### src/common/sram_host_pkg.sv
/*
 * Constants for the host-side controller of an asynchronous 16-bit static memory.
 * Assumes a 125 MHz system clock; all pin timing counts are derived here.
 */
package sram_host_pkg;
	// Geometry
	localparam int ADDR_W      = 21;           // Word address width
	localparam int DATA_W      = 16;           // Data bus width
	localparam int LANE_W      = 8;            // One byte lane
	localparam int LANES       = 2;            // Lanes per word
	// Clock
	localparam int CLK_PERIOD_PS = 8000;       // 125 MHz
	// Times in ns, as printed
	localparam int T_READ_NS   = 55;           // Read cycle / address to data valid
	localparam int T_WRITE_NS  = 40;           // Write window width
	localparam int T_SETUP_NS  = 25;           // Data setup to write end
	localparam int T_TURN_NS   = 20;           // Bus release after strobe
	// Cycle counts; least times round up
	localparam int RD_CYC      = (T_READ_NS * 1000 + CLK_PERIOD_PS - 1) / CLK_PERIOD_PS;
	localparam int WR_CYC      = (T_WRITE_NS * 1000 + CLK_PERIOD_PS - 1) / CLK_PERIOD_PS;
	localparam int SETUP_CYC   = (T_SETUP_NS * 1000 + CLK_PERIOD_PS - 1) / CLK_PERIOD_PS;
	localparam int TURN_CYC    = (T_TURN_NS * 1000 + CLK_PERIOD_PS - 1) / CLK_PERIOD_PS;
	localparam int CNT_W       = 4;            // Width of the phase counter
	// Controller states
	typedef enum logic [2:0] {
		ST_IDLE  = 3'b000,
		ST_READ  = 3'b001,
		ST_WRITE = 3'b010,
		ST_HOLD  = 3'b011,
		ST_TURN  = 3'b100
	} state_e;
endpackage : sram_host_pkg

### src/hw/phase_timer.sv
/*
 * Loadable down-counter that flags when a phase has run its cycles.
 * Assumes load and the count come from logic on the same clock.
 */
`timescale 1ns/1ps
module phase_timer #(
	parameter int W = 4
) (
	input  wire logic         clk,
	input  wire logic         rst_n,
	input  wire logic         load,
	input  wire logic [W-1:0] count,
	output logic              done
);
	logic [W-1:0] cnt_q; // Cycles still to run

	// Reload on request, else count down to zero
	always_ff @(posedge clk or negedge rst_n) begin
		if (!rst_n) begin
			cnt_q <= '0;
		end else if (load) begin
			cnt_q <= count;
		end else if (cnt_q != '0) begin
			cnt_q <= cnt_q - 1'b1;
		end
	end

	// Done when at one, so the phase spans exactly the loaded count.
	// Load is kept out of this term: the caller reloads on done, and a
	// term on load here would close a combinational loop through it.
	assign done = (cnt_q == {{(W-1){1'b0}}, 1'b1});
endmodule : phase_timer

### src/hw/sram_host_ctrl.sv
/*
 * Host controller driving an asynchronous 16-bit static memory with byte lanes.
 * Assumes user requests come from logic on clk; memory data pins are returned
 * through two flip-flops before use.
 */
// What this block does
// - Write window is overlap of all strobes
// - Data held across the ending edge
// - Host releases bus while memory drives
// - Selects always held at valid levels
`timescale 1ns/1ps
module sram_host_ctrl
	import sram_host_pkg::*;
#(
	parameter int AW = sram_host_pkg::ADDR_W
) (
	input  wire logic                        clk,
	input  wire logic                        rst_n,
	// User request side
	input  wire logic                        req_valid,
	output logic                             req_ready,
	input  wire logic                        req_write,
	input  wire logic [AW-1:0]               req_addr,
	input  wire logic [sram_host_pkg::DATA_W-1:0] req_wdata,
	input  wire logic [sram_host_pkg::LANES-1:0]  req_lanes,
	output logic                             rsp_valid,
	output logic [sram_host_pkg::DATA_W-1:0] rsp_rdata,
	// Memory pins
	output logic [AW-1:0]                    mem_addr,
	output logic                             chip_select_a_n,
	output logic                             chip_select_b,
	output logic                             write_strobe_n,
	output logic                             output_enable_n,
	output logic                             upper_byte_select_n,
	output logic                             lower_byte_select_n,
	input  wire logic [sram_host_pkg::DATA_W-1:0] mem_dq_in,
	output logic [sram_host_pkg::DATA_W-1:0] mem_dq_out,
	output logic [sram_host_pkg::DATA_W-1:0] mem_dq_oe
);
	import sram_host_pkg::*;

	////////////////////////////////////////////////////////////////////////
	// State and pin registers
	state_e                state_q, state_d;   // Controller state
	logic [AW-1:0]         addr_q;             // Latched word address
	logic [DATA_W-1:0]     wdata_q;            // Latched write data
	logic [LANES-1:0]      lanes_q;            // Latched lane enables, bit1 upper
	logic                  sel_q;              // Chip selected
	logic                  we_q;               // Write strobe active
	logic                  oe_q;               // Memory output enable active
	logic                  drive_q;            // Host driving data pins
	logic [DATA_W-1:0]     dq_s1_q, dq_s2_q;   // Data pin synchroniser
	logic [DATA_W-1:0]     rdata_q;            // Captured read data
	logic                  rsp_q;              // Response pulse
	logic                  tmr_load;           // Start a phase
	logic [CNT_W-1:0]      tmr_count;          // Phase length
	logic                  tmr_done;           // Phase over
	logic                  take;               // Request accepted
	logic                  lanes_any;          // Some lane requested

	////////////////////////////////////////////////////////////////////////
	// Decode
	assign lanes_any = |req_lanes;
	// Empty lane set is dropped: it would only deselect the memory
	assign take      = (state_q == ST_IDLE) && req_valid;
	assign req_ready = (state_q == ST_IDLE);

	// Phase lengths: read waits access time plus two sync stages
	assign tmr_count = (state_q == ST_IDLE && !req_write) ? CNT_W'(RD_CYC + 2) :
	                   (state_q == ST_IDLE)               ? CNT_W'(WR_CYC) :
	                                                        CNT_W'(TURN_CYC);
	assign tmr_load  = (take && lanes_any) || (tmr_done && state_q != ST_TURN);

	phase_timer #(.W(CNT_W)) u_timer (
		.clk   (clk),
		.rst_n (rst_n),
		.load  (tmr_load),
		.count (tmr_count),
		.done  (tmr_done)
	);

	// Next state
	always_comb begin
		state_d = state_q;
		case (state_q)
			ST_IDLE: begin
				if (take && lanes_any) begin
					state_d = req_write ? ST_WRITE : ST_READ;
				end
			end
			ST_READ:  if (tmr_done) state_d = ST_TURN;
			ST_WRITE: if (tmr_done) state_d = ST_HOLD;
			ST_HOLD:  state_d = ST_TURN;
			ST_TURN:  if (tmr_done) state_d = ST_IDLE;
			default:  state_d = ST_IDLE;
		endcase
	end

	////////////////////////////////////////////////////////////////////////
	// State register
	always_ff @(posedge clk or negedge rst_n) begin
		if (!rst_n) state_q <= ST_IDLE;
		else        state_q <= state_d;
	end

	// Latch request; address and lanes stay steady for the whole access
	always_ff @(posedge clk or negedge rst_n) begin
		if (!rst_n) begin
			addr_q  <= '0;
			wdata_q <= '0;
			lanes_q <= '0;
		end else if (take && lanes_any) begin
			addr_q  <= req_addr;
			wdata_q <= req_wdata;
			lanes_q <= req_lanes;
		end
	end

	// Pin controls; selects always at a defined level
	always_ff @(posedge clk or negedge rst_n) begin
		if (!rst_n) begin
			sel_q   <= 1'b0;
			we_q    <= 1'b0;
			oe_q    <= 1'b0;
			drive_q <= 1'b0;
		end else begin
			// Chip stays selected through read and write, released at turnaround
			sel_q   <= (state_d == ST_READ) || (state_d == ST_WRITE) || (state_d == ST_HOLD);
			// Strobe alone closes the window; selects drop one cycle later
			we_q    <= (state_d == ST_WRITE);
			oe_q    <= (state_d == ST_READ);
			// Data held through HOLD so it outlasts the closing edge
			drive_q <= (state_d == ST_WRITE) || (state_d == ST_HOLD);
		end
	end

	// Pins
	assign mem_addr            = addr_q;
	assign chip_select_a_n     = !sel_q;
	assign chip_select_b       = sel_q;
	assign write_strobe_n      = !we_q;
	assign output_enable_n     = !oe_q;
	assign upper_byte_select_n = !(sel_q && lanes_q[1]);
	assign lower_byte_select_n = !(sel_q && lanes_q[0]);
	assign mem_dq_out          = wdata_q;
	// Never drive while the memory may drive; read owns the bus
	assign mem_dq_oe           = (drive_q && !oe_q) ? {DATA_W{1'b1}} : '0;

	////////////////////////////////////////////////////////////////////////
	// Read return path: two flops before any use
	always_ff @(posedge clk or negedge rst_n) begin
		if (!rst_n) begin
			dq_s1_q <= '0;
			dq_s2_q <= '0;
		end else begin
			dq_s1_q <= mem_dq_in;
			dq_s2_q <= dq_s1_q;
		end
	end

	// Capture at the end of the read phase; unselected lanes read zero
	always_ff @(posedge clk or negedge rst_n) begin
		if (!rst_n) begin
			rdata_q <= '0;
			rsp_q   <= 1'b0;
		end else begin
			rsp_q <= (state_q == ST_READ && tmr_done) ||
			         (state_q == ST_HOLD) || (take && !lanes_any);
			if (state_q == ST_READ && tmr_done) begin
				rdata_q <= dq_s2_q & {{LANE_W{lanes_q[1]}}, {LANE_W{lanes_q[0]}}};
			end
		end
	end

	// Response and data leave straight from their flops
	assign rsp_valid = rsp_q;
	assign rsp_rdata = rdata_q;

	////////////////////////////////////////////////////////////////////////
	// Checks
	// Watched at the pins: the memory drives when selected, strobe high, output on
	a_no_bus_fight: assert property (@(posedge clk) disable iff (!rst_n)
		(mem_dq_oe != '0) |-> output_enable_n || chip_select_a_n || !write_strobe_n)
		else $error("host drives while memory may drive");
	// Deselect never leaves the strobe or host data behind
	a_desel_quiet: assert property (@(posedge clk) disable iff (!rst_n)
		$rose(chip_select_a_n) |-> write_strobe_n && (mem_dq_oe == '0))
		else $error("deselect with strobe or data active");
	a_we_needs_sel: assert property (@(posedge clk) disable iff (!rst_n)
		!write_strobe_n |-> (!chip_select_a_n && chip_select_b
		&& !(upper_byte_select_n && lower_byte_select_n))) else $error("strobe without select");
	a_we_width: assert property (@(posedge clk) disable iff (!rst_n)
		$fell(write_strobe_n) |-> !write_strobe_n [*5] ##1 write_strobe_n)
		else $error("write window wrong length");
	a_data_hold: assert property (@(posedge clk) disable iff (!rst_n)
		$rose(write_strobe_n) |-> (mem_dq_oe != '0) && $stable(mem_dq_out))
		else $error("data not held past window close");
	a_sel_hold: assert property (@(posedge clk) disable iff (!rst_n)
		$rose(write_strobe_n) |-> !chip_select_a_n) else $error("select left with strobe");
	a_oe_we_excl: assert property (@(posedge clk) disable iff (!rst_n)
		!(oe_q && we_q)) else $error("read and write strobes together");
	a_idle_desel: assert property (@(posedge clk) disable iff (!rst_n)
		(state_q == ST_IDLE) |-> chip_select_a_n && !chip_select_b && write_strobe_n)
		else $error("memory selected while idle");
	a_read_rsp: assert property (@(posedge clk) disable iff (!rst_n)
		$rose(oe_q) |-> ##[8:10] rsp_valid) else $error("read answer late");
	c_read:  cover property (@(posedge clk) disable iff (!rst_n) $rose(oe_q) ##[1:12] rsp_valid);
	c_write: cover property (@(posedge clk) disable iff (!rst_n) $rose(we_q));
	c_empty: cover property (@(posedge clk) disable iff (!rst_n) take && !lanes_any);
	c_upper: cover property (@(posedge clk) disable iff (!rst_n)
		!upper_byte_select_n && lower_byte_select_n);
endmodule : sram_host_ctrl

### config.mk
export PLATFORM = sky130hd
export DESIGN_NAME = sram_host_ctrl
export DESIGN_NICKNAME = d
export VERILOG_FILES = /design/src/common/sram_host_pkg.sv /design/src/hw/phase_timer.sv /design/src/hw/sram_host_ctrl.sv
export SDC_FILE = /design/constraint.sdc
export NUM_CORES = 1
export LEC_CHECK = 0
export BUFFER_PORTS_ARGS = -buffer_cell sky130_fd_sc_hd__buf_2
export CAP_MARGIN = 40
export CORE_UTILIZATION = 48
export CTS_CLUSTER_SIZE = 28
export DETAILED_ROUTE_END_ITERATION = 7
export GPL_ROUTABILITY_DRIVEN = 0
export PLACE_DENSITY = 0.78
export SETUP_SLACK_MARGIN = 0.1
export SLEW_MARGIN = 20
export SYNTH_ARGS = -nofsm -noshare
export SYNTH_HDL_FRONTEND = slang
export SYNTH_SLANG_ARGS = --single-unit
### constraint.sdc
create_clock -name clk -period 2.4 [get_ports clk]
set_input_delay 0.48 -clock clk [delete_from_list [all_inputs] [get_ports clk]]
set_output_delay 0.48 -clock clk [all_outputs]
set_load 0.01 [all_outputs]
==> impl_metrics.py, run 1 <==
metrics = {
    "setup_path": {
        "cp.buffers_inverters": 2,
        "crit_fanout": 20,
        "cpPeakStageDelay_ps": 460,
        "crit_chain": "inv_1 -> ha_1 -> or3b_1 -> or2_1 -> buf_4 -> nand2_1 -> o21ai_2",
        "cp-start-kind": "flip-flop",
        "crit_type": "flip-flop to flip-flop",
        "critPathArrivalTime_ps": 2370,
        "crit_family": "simple AND/OR/NAND/NOR gates",
        "crit_required_ps": 2660,
        "cp-end-kind": "flip-flop",
        "slowest_stage": "or2_1",
    },
    "die": {
        "die_h_um": 90.2,
        "ios": 136,
        "fp-row-count": 31,
        "core_area_mm2": 0.00741,
        "start_util": 0.504,
        "die_w_um": 90.2,
        "die_area_mm2": 0.00814,
    },
    "clock_network": {
        "hold_buffers": 0,
        "cts_max_path_buffers": 2,
        "cts_setup_buffers": 0,
        "cts_tree": "built",
        "cts.clk_slew.worst_paths_ps": 110,
        "cts_max_level": 3,
        "cts_made_buffers": 9,
        "cts_resized": 0,
        "clockRootBuffer": "clkbuf_8",
        "clk_latency_ps": 370,
        "cts_num_sinks": 99,
    },
    "grt": {
        "grt_max_degree": 50,
        "grt_pass1_vias": 2653,
        "grt_usage": 0.187,
        "antenna_found_initial": 0,
        "grt_overflow": 0,
        "grt_first_pass_wirelength_um": 12100,
    },
    "route": {
        "antenna_left": 0,
        "via_count": 2717,
        "wl_met1_um": 3050,
        "viasPerCell": 4.69,
        "routed.top_layer": "met4",
        "routed_wl_um": 7220,
        "route.met3.wl_um": 541,
        "drtPass1Iterations": 5,
        "post_drt_wl_per_cell_um": 12.5,
        "drtIter0Drc": 93,
        "drc": 0,
        "met2WireLength_um": 3560,
    },
    "sta": {
        "hold_viol_final": 0,
        "tns_ps": 0,
        "rsz0062_at_grt": "no",
        "max_slew.worst_pin.slew_ps": 651,
        "holdWs_ps": 122,
        "setup_violations": 0,
        "setup_ws_ps": 297,
        "slew_violations": 0,
        "fmax_ghz": 0.476,
        "slew_headroom": 0.565,
        "clock_skew_ps": 15.4,
        "fin_crit_sh": 0.876,
        "min_period_ps": 2100,
    },
    "job": {
        "max_cap_violations": 0,
    },
    "logic_synthesis": {
        "syn_area_per_cell_um2": 10.6,
        "syn-num-nets": 415,
        "ys_types": 32,
        "synth_area_mm2": 0.00374,
        "seq_area_frac_synth": 0.663,
        "yosys.area.top_type": "dfrtp_1",
        "yosysWarnings": 0,
        "synth_area_leaders": "dfrtp_1 (66%), nand2_1 (15%), o21ai_2 (3.3%)",
        "yosys.area.top_type_share": 0.663,
        "ys_ff_latch": 99,
        "synthesis.instances": 353,
    },
    "layout": {
        "final_area_mm2": 0.00460,
        "seqCellArea_mm2": 0.00248,
        "n_antenna_cell": 0,
        "drive_above_1_share": 0.360,
        "layout.nets": 537,
        "multi_input_area_mm2": 0.00102,
        "n_fill_cell": 634,
        "syn_to_final_growth_pct": 23.0,
    },
    "placement": {
        "placed_cell_area_mm2": 0.00438,
        "dpl.hpwl_um": 5290,
        "io_buffers": 135,
        "dpl_worst_slack_ps": 269,
    },
    "power_and_ir_drop": {
        "max-vdd-ir-drop_mv": 0.631,
        "power_density_mw_per_mm2": 1200,
        "p_leak_uw": 0.00253,
        "power_uw": 5510,
    },
    "hold_path": {
        "hold_class": "primary input to asynchronous set/reset pin",
    },
    "run_status": {
        "outcome": "complete, no violations",
    },
}
cell usage in the layout, fill, tap and decap left out:
cell type,n
a22oi_1,1
clkinv_8,2
a21o_1,1
nand2b_1,1
nand3b_1,1
nand2_1,154
nand3_1,3
o22ai_1,4
buf_4,6
o21ai_2,14
dfrtp_1,99
buf_12,1
o21ai_0,9
nor2_1,3
and3b_1,1
nor3b_1,1
nor3_4,1
inv_8,2
inv_1,7
clkbuf_8,9
or2_1,1
or3_1,1
xnor2_1,1
o21ai_1,2
or3b_2,1
or3b_1,2
nor2b_1,3
and2_1,1
and2b_1,1
nor3_1,3
a21oi_1,4
inv_6,2
ha_1,3
buf_2,134
inv_12,1
per-layer routing:
metal | track usage | up-vias
met2 | 0.314 | 110
met3 | 0.0643 | 6
met1 | 0.230 | 1264
met4 | 0.0497 | 0
li1 | - | 1337
met5 | 0 | -
state kept, by name (all words and copies together), names as in the netlist:
name	count
lanes_q	2
state_q	3
dq_s1_q	16
dq_s2_q	16
mem_addr	21
we_q	1
chip_select_b	1
oe_q	1
drive_q	1
rsp_valid	1
mem_dq_out	16
rsp_rdata	16
u_timer.cnt_q	4
cell families after synthesis:
group,synth area share
flip-flops,0.663
XOR/XNOR,0.00234
AND/OR/NAND/NOR,0.197
adder cells (fa/ha/maj),0.0100
buffers and inverters,0.0639
AO/OA/AOI/OAI,0.0636
synth_stat cells, drive strengths merged:
library cell and number:
o21ai 25, a21o 1, buf 23, nand2 154, nand3b 1, nor3b 1
nor2 3, nor3 4, dfrtp 99, clkbuf 7, or3b 3, a22oi 1
ha 3, o22ai 4, a21oi 4, and3b 1, or2 1, nor2b 3
and2b 1, nand3 3, and2 1, xnor2 1, or3 1, inv 7
nand2b 1
final timing paths:
check                      depth (start not counted)             to              from  slack [ps]
min                                                1    dq_s1_q[12]             rst_n         120
max                                                7  rsp_rdata[11]  u_timer.cnt_q[1]         300
min reg2reg                                        0     dq_s2_q[9]        dq_s1_q[9]         350
max reg2reg                                        7  rsp_rdata[11]  u_timer.cnt_q[1]         300
min in group clk                                   1     dq_s1_q[4]      mem_dq_in[4]         210
max in group asynchronous                          2     dq_s1_q[0]             rst_n        1640
power by group:
| group | total, uW | internal [uW] | switching (uW) |
|---|---|---|---|
| Clock | 1090 | 430 | 658 |
| Combinational | 1910 | 788 | 1130 |
| Sequential | 2510 | 2160 | 348 |
layout make-up:
type	instances	share of cell area
clock buffers	9	0.0269
multi-input cells	217	0.222
well taps	99	0.0269
inverters	7	0.00572
repair buffers	141	0.160
flip-flops and latches	99	0.539
clock inverters	7	0.0193
metrics by stage:
step | utilization | std cells
after CTS | 0.621 | 579
after global routing | 0.621 | 579
final | 0.621 | 579
after detailed placement | 0.592 | 563
after global placement | 0.592 | 563
after floorplan | - | 353
worst register-to-register path, stage by stage, from the launching register on:
cell     delay (ps)
dfrtp_1         400
inv_1           100
ha_1            160
or3b_1          420
or2_1           460
buf_4           310
nand2_1         110
o21ai_2          50
No activity file was read; power rests on OpenSTA's default activity.
==> run 2: changes to the inputs <==
- CORE_UTILIZATION: 48 -> 30
- PLACE_DENSITY: 0.78 -> default
- clock period: 2.4 -> 2.6 ns (I/O delays scaled with it)
==> impl_metrics.py, run 2 (synthesized netlist as in run 1, its figures left out) <==
metrics = {
    "setup_path": {
        "critPathArrivalTime_ps": 2300,
        "cp-end-kind": "flip-flop",
        "path_depth": 7,
        "r2r.worst_path.cells": 7,
        "crit_type": "flip-flop to flip-flop",
        "crit_chain": "inv_1 -> ha_1 -> or3b_1 -> or2_1 -> buf_4 -> nand2_1 -> o21ai_2",
        "reg2reg_from": "u_timer.cnt_q[1]",
        "cp-start-kind": "flip-flop",
        "crit_required_ps": 2830,
        "r2r_slack_ps": 520,
        "slowest_stage": "or3b_1",
        "crit_family": "simple AND/OR/NAND/NOR gates",
        "r2r_end": "rsp_rdata[13]",
        "startpoint": "u_timer.cnt_q[1]",
        "crit_fanout": 22,
        "crit_end": "rsp_rdata[13]",
        "cp.buffers_inverters": 2,
        "cpPeakStageDelay_ps": 420,
    },
    "clock_network": {
        "clk_latency_ps": 340,
        "clockRootBuffer": "clkbuf_16",
        "cts_tree": "built",
        "cts_resized": 0,
        "cts_num_sinks": 99,
        "hold_buffers": 0,
        "cts.clk_slew.worst_paths_ps": 70,
        "cts_max_path_buffers": 2,
        "cts_max_level": 3,
        "cts_made_buffers": 9,
        "cts_setup_buffers": 0,
    },
    "sta": {
        "slew_headroom": 0.547,
        "max_slew.worst_pin.slew_ps": 677,
        "rsz0062_at_grt": "no",
        "min_period_ps": 2080,
        "fmax_ghz": 0.481,
        "holdWs_ps": 115,
        "tns_ps": 0,
        "hold_viol_final": 0,
        "slew_violations": 0,
        "setup_violations": 0,
        "fin_crit_sh": 0.799,
        "clock_skew_ps": 5.91,
    },
    "layout": {
        "largest_reg_flops": 21,
        "n_fill_cell": 1192,
        "n_antenna_cell": 0,
        "final_area_mm2": 0.00476,
        "layout.nets": 535,
        "final_cell_mix": "nand2_1 (154), buf_2 (134), dfrtp_1 (99)",
        "seqCellArea_mm2": 0.00248,
        "final_common_cell": "nand2_1",
        "multi_input_area_mm2": 0.00102,
        "fin_util": 0.394,
        "syn_to_final_growth_pct": 27.3,
        "drive_above_1_share": 0.358,
    },
    "die": {
        "core_area_mm2": 0.0121,
        "die_w_um": 114,
        "ios": 136,
        "fp-row-count": 40,
        "die_area_mm2": 0.0129,
        "start_util": 0.310,
        "die_h_um": 114,
    },
    "power_and_ir_drop": {
        "sequentialPowerShare": 0.430,
        "p_clk_frac": 0.246,
        "p_sw_uw": 1930,
        "combPwrFrac": 0.324,
        "p_leak_uw": 0.00256,
        "swShare": 0.357,
        "internal-power_uw": 3470,
        "power_density_mw_per_mm2": 1140,
        "max-vdd-ir-drop_mv": 0.518,
    },
    "grt": {
        "grtUsageMet2": 0.199,
        "use_met3": 0.0446,
        "grt_max_degree": 67,
        "grt_overflow": 0,
        "use_met1": 0.162,
        "grt_first_pass_wirelength_um": 12600,
        "grt-busiest-layer": "met2",
        "antenna_found_initial": 0,
        "grt_usage": 0.128,
        "grt_pass1_vias": 2640,
    },
    "run_status": {
        "outcome": "complete, no violations",
    },
    "route": {
        "via_count": 2706,
        "routed_wl_um": 7660,
        "drtIter0Drc": 104,
        "drtPass1Iterations": 4,
        "viasPerCell": 4.19,
        "drc": 0,
        "post_drt_wl_per_cell_um": 11.8,
        "antenna_left": 0,
    },
    "placement": {
        "dpl.hpwl_um": 5470,
        "io_buffers": 135,
        "placed_cell_area_mm2": 0.00446,
    },
    "hold_path": {
        "hold_class": "primary input to asynchronous set/reset pin",
    },
    "job": {
        "max_cap_violations": 0,
    },
}
run 2: final cells by class:
class,count,share of cell area
flip-flops and latches,99,0.521
well taps,168,0.0442
clock buffers,9,0.0474
multi-input cells,217,0.215
clock inverters,7,0.0158
inverters,7,0.00552
repair buffers,139,0.152
run 2: worst min path at each step:
stage / from / to / slack (ps) / depth (start not counted)
after CTS: rst_n / mem_addr[19] / 130 / 1
after global placement: dq_s1_q[0] / dq_s2_q[0] / 340 / 0
after floorplan: rst_n / chip_select_b / 220 / 0
after global routing: rst_n / mem_addr[19] / 150 / 1
after detailed placement: dq_s1_q[11] / dq_s2_q[11] / 340 / 0
final: rst_n / mem_addr[19] / 110 / 1
run 2: routing by layer:
layer | vias up | routed length (um)
met5 | - | 0
met4 | 0 | 146
met3 | 13 | 577
met2 | 101 | 3550
met1 | 1254 | 3380
li1 | 1338 | -
run 2: power by group through the flow:
stage	clock network [uW]	logic, uW	registers (uW)
floorplan	0	1060	2430
global placement	0	1740	2340
detailed placement	0	1790	2340
CTS	1380	1780	2330
global route	1430	1990	2390
finish	1330	1750	2320
run 2: per-stage QoR:
stage | total power, uW | cells | setup slack (ps)
after floorplan | 3490 | 353 | 804
after global placement | 4080 | 630 | 592
after detailed placement | 4130 | 630 | 520
after CTS | 5490 | 646 | 508
after global routing | 5800 | 646 | 361
final | 5400 | 646 | 523
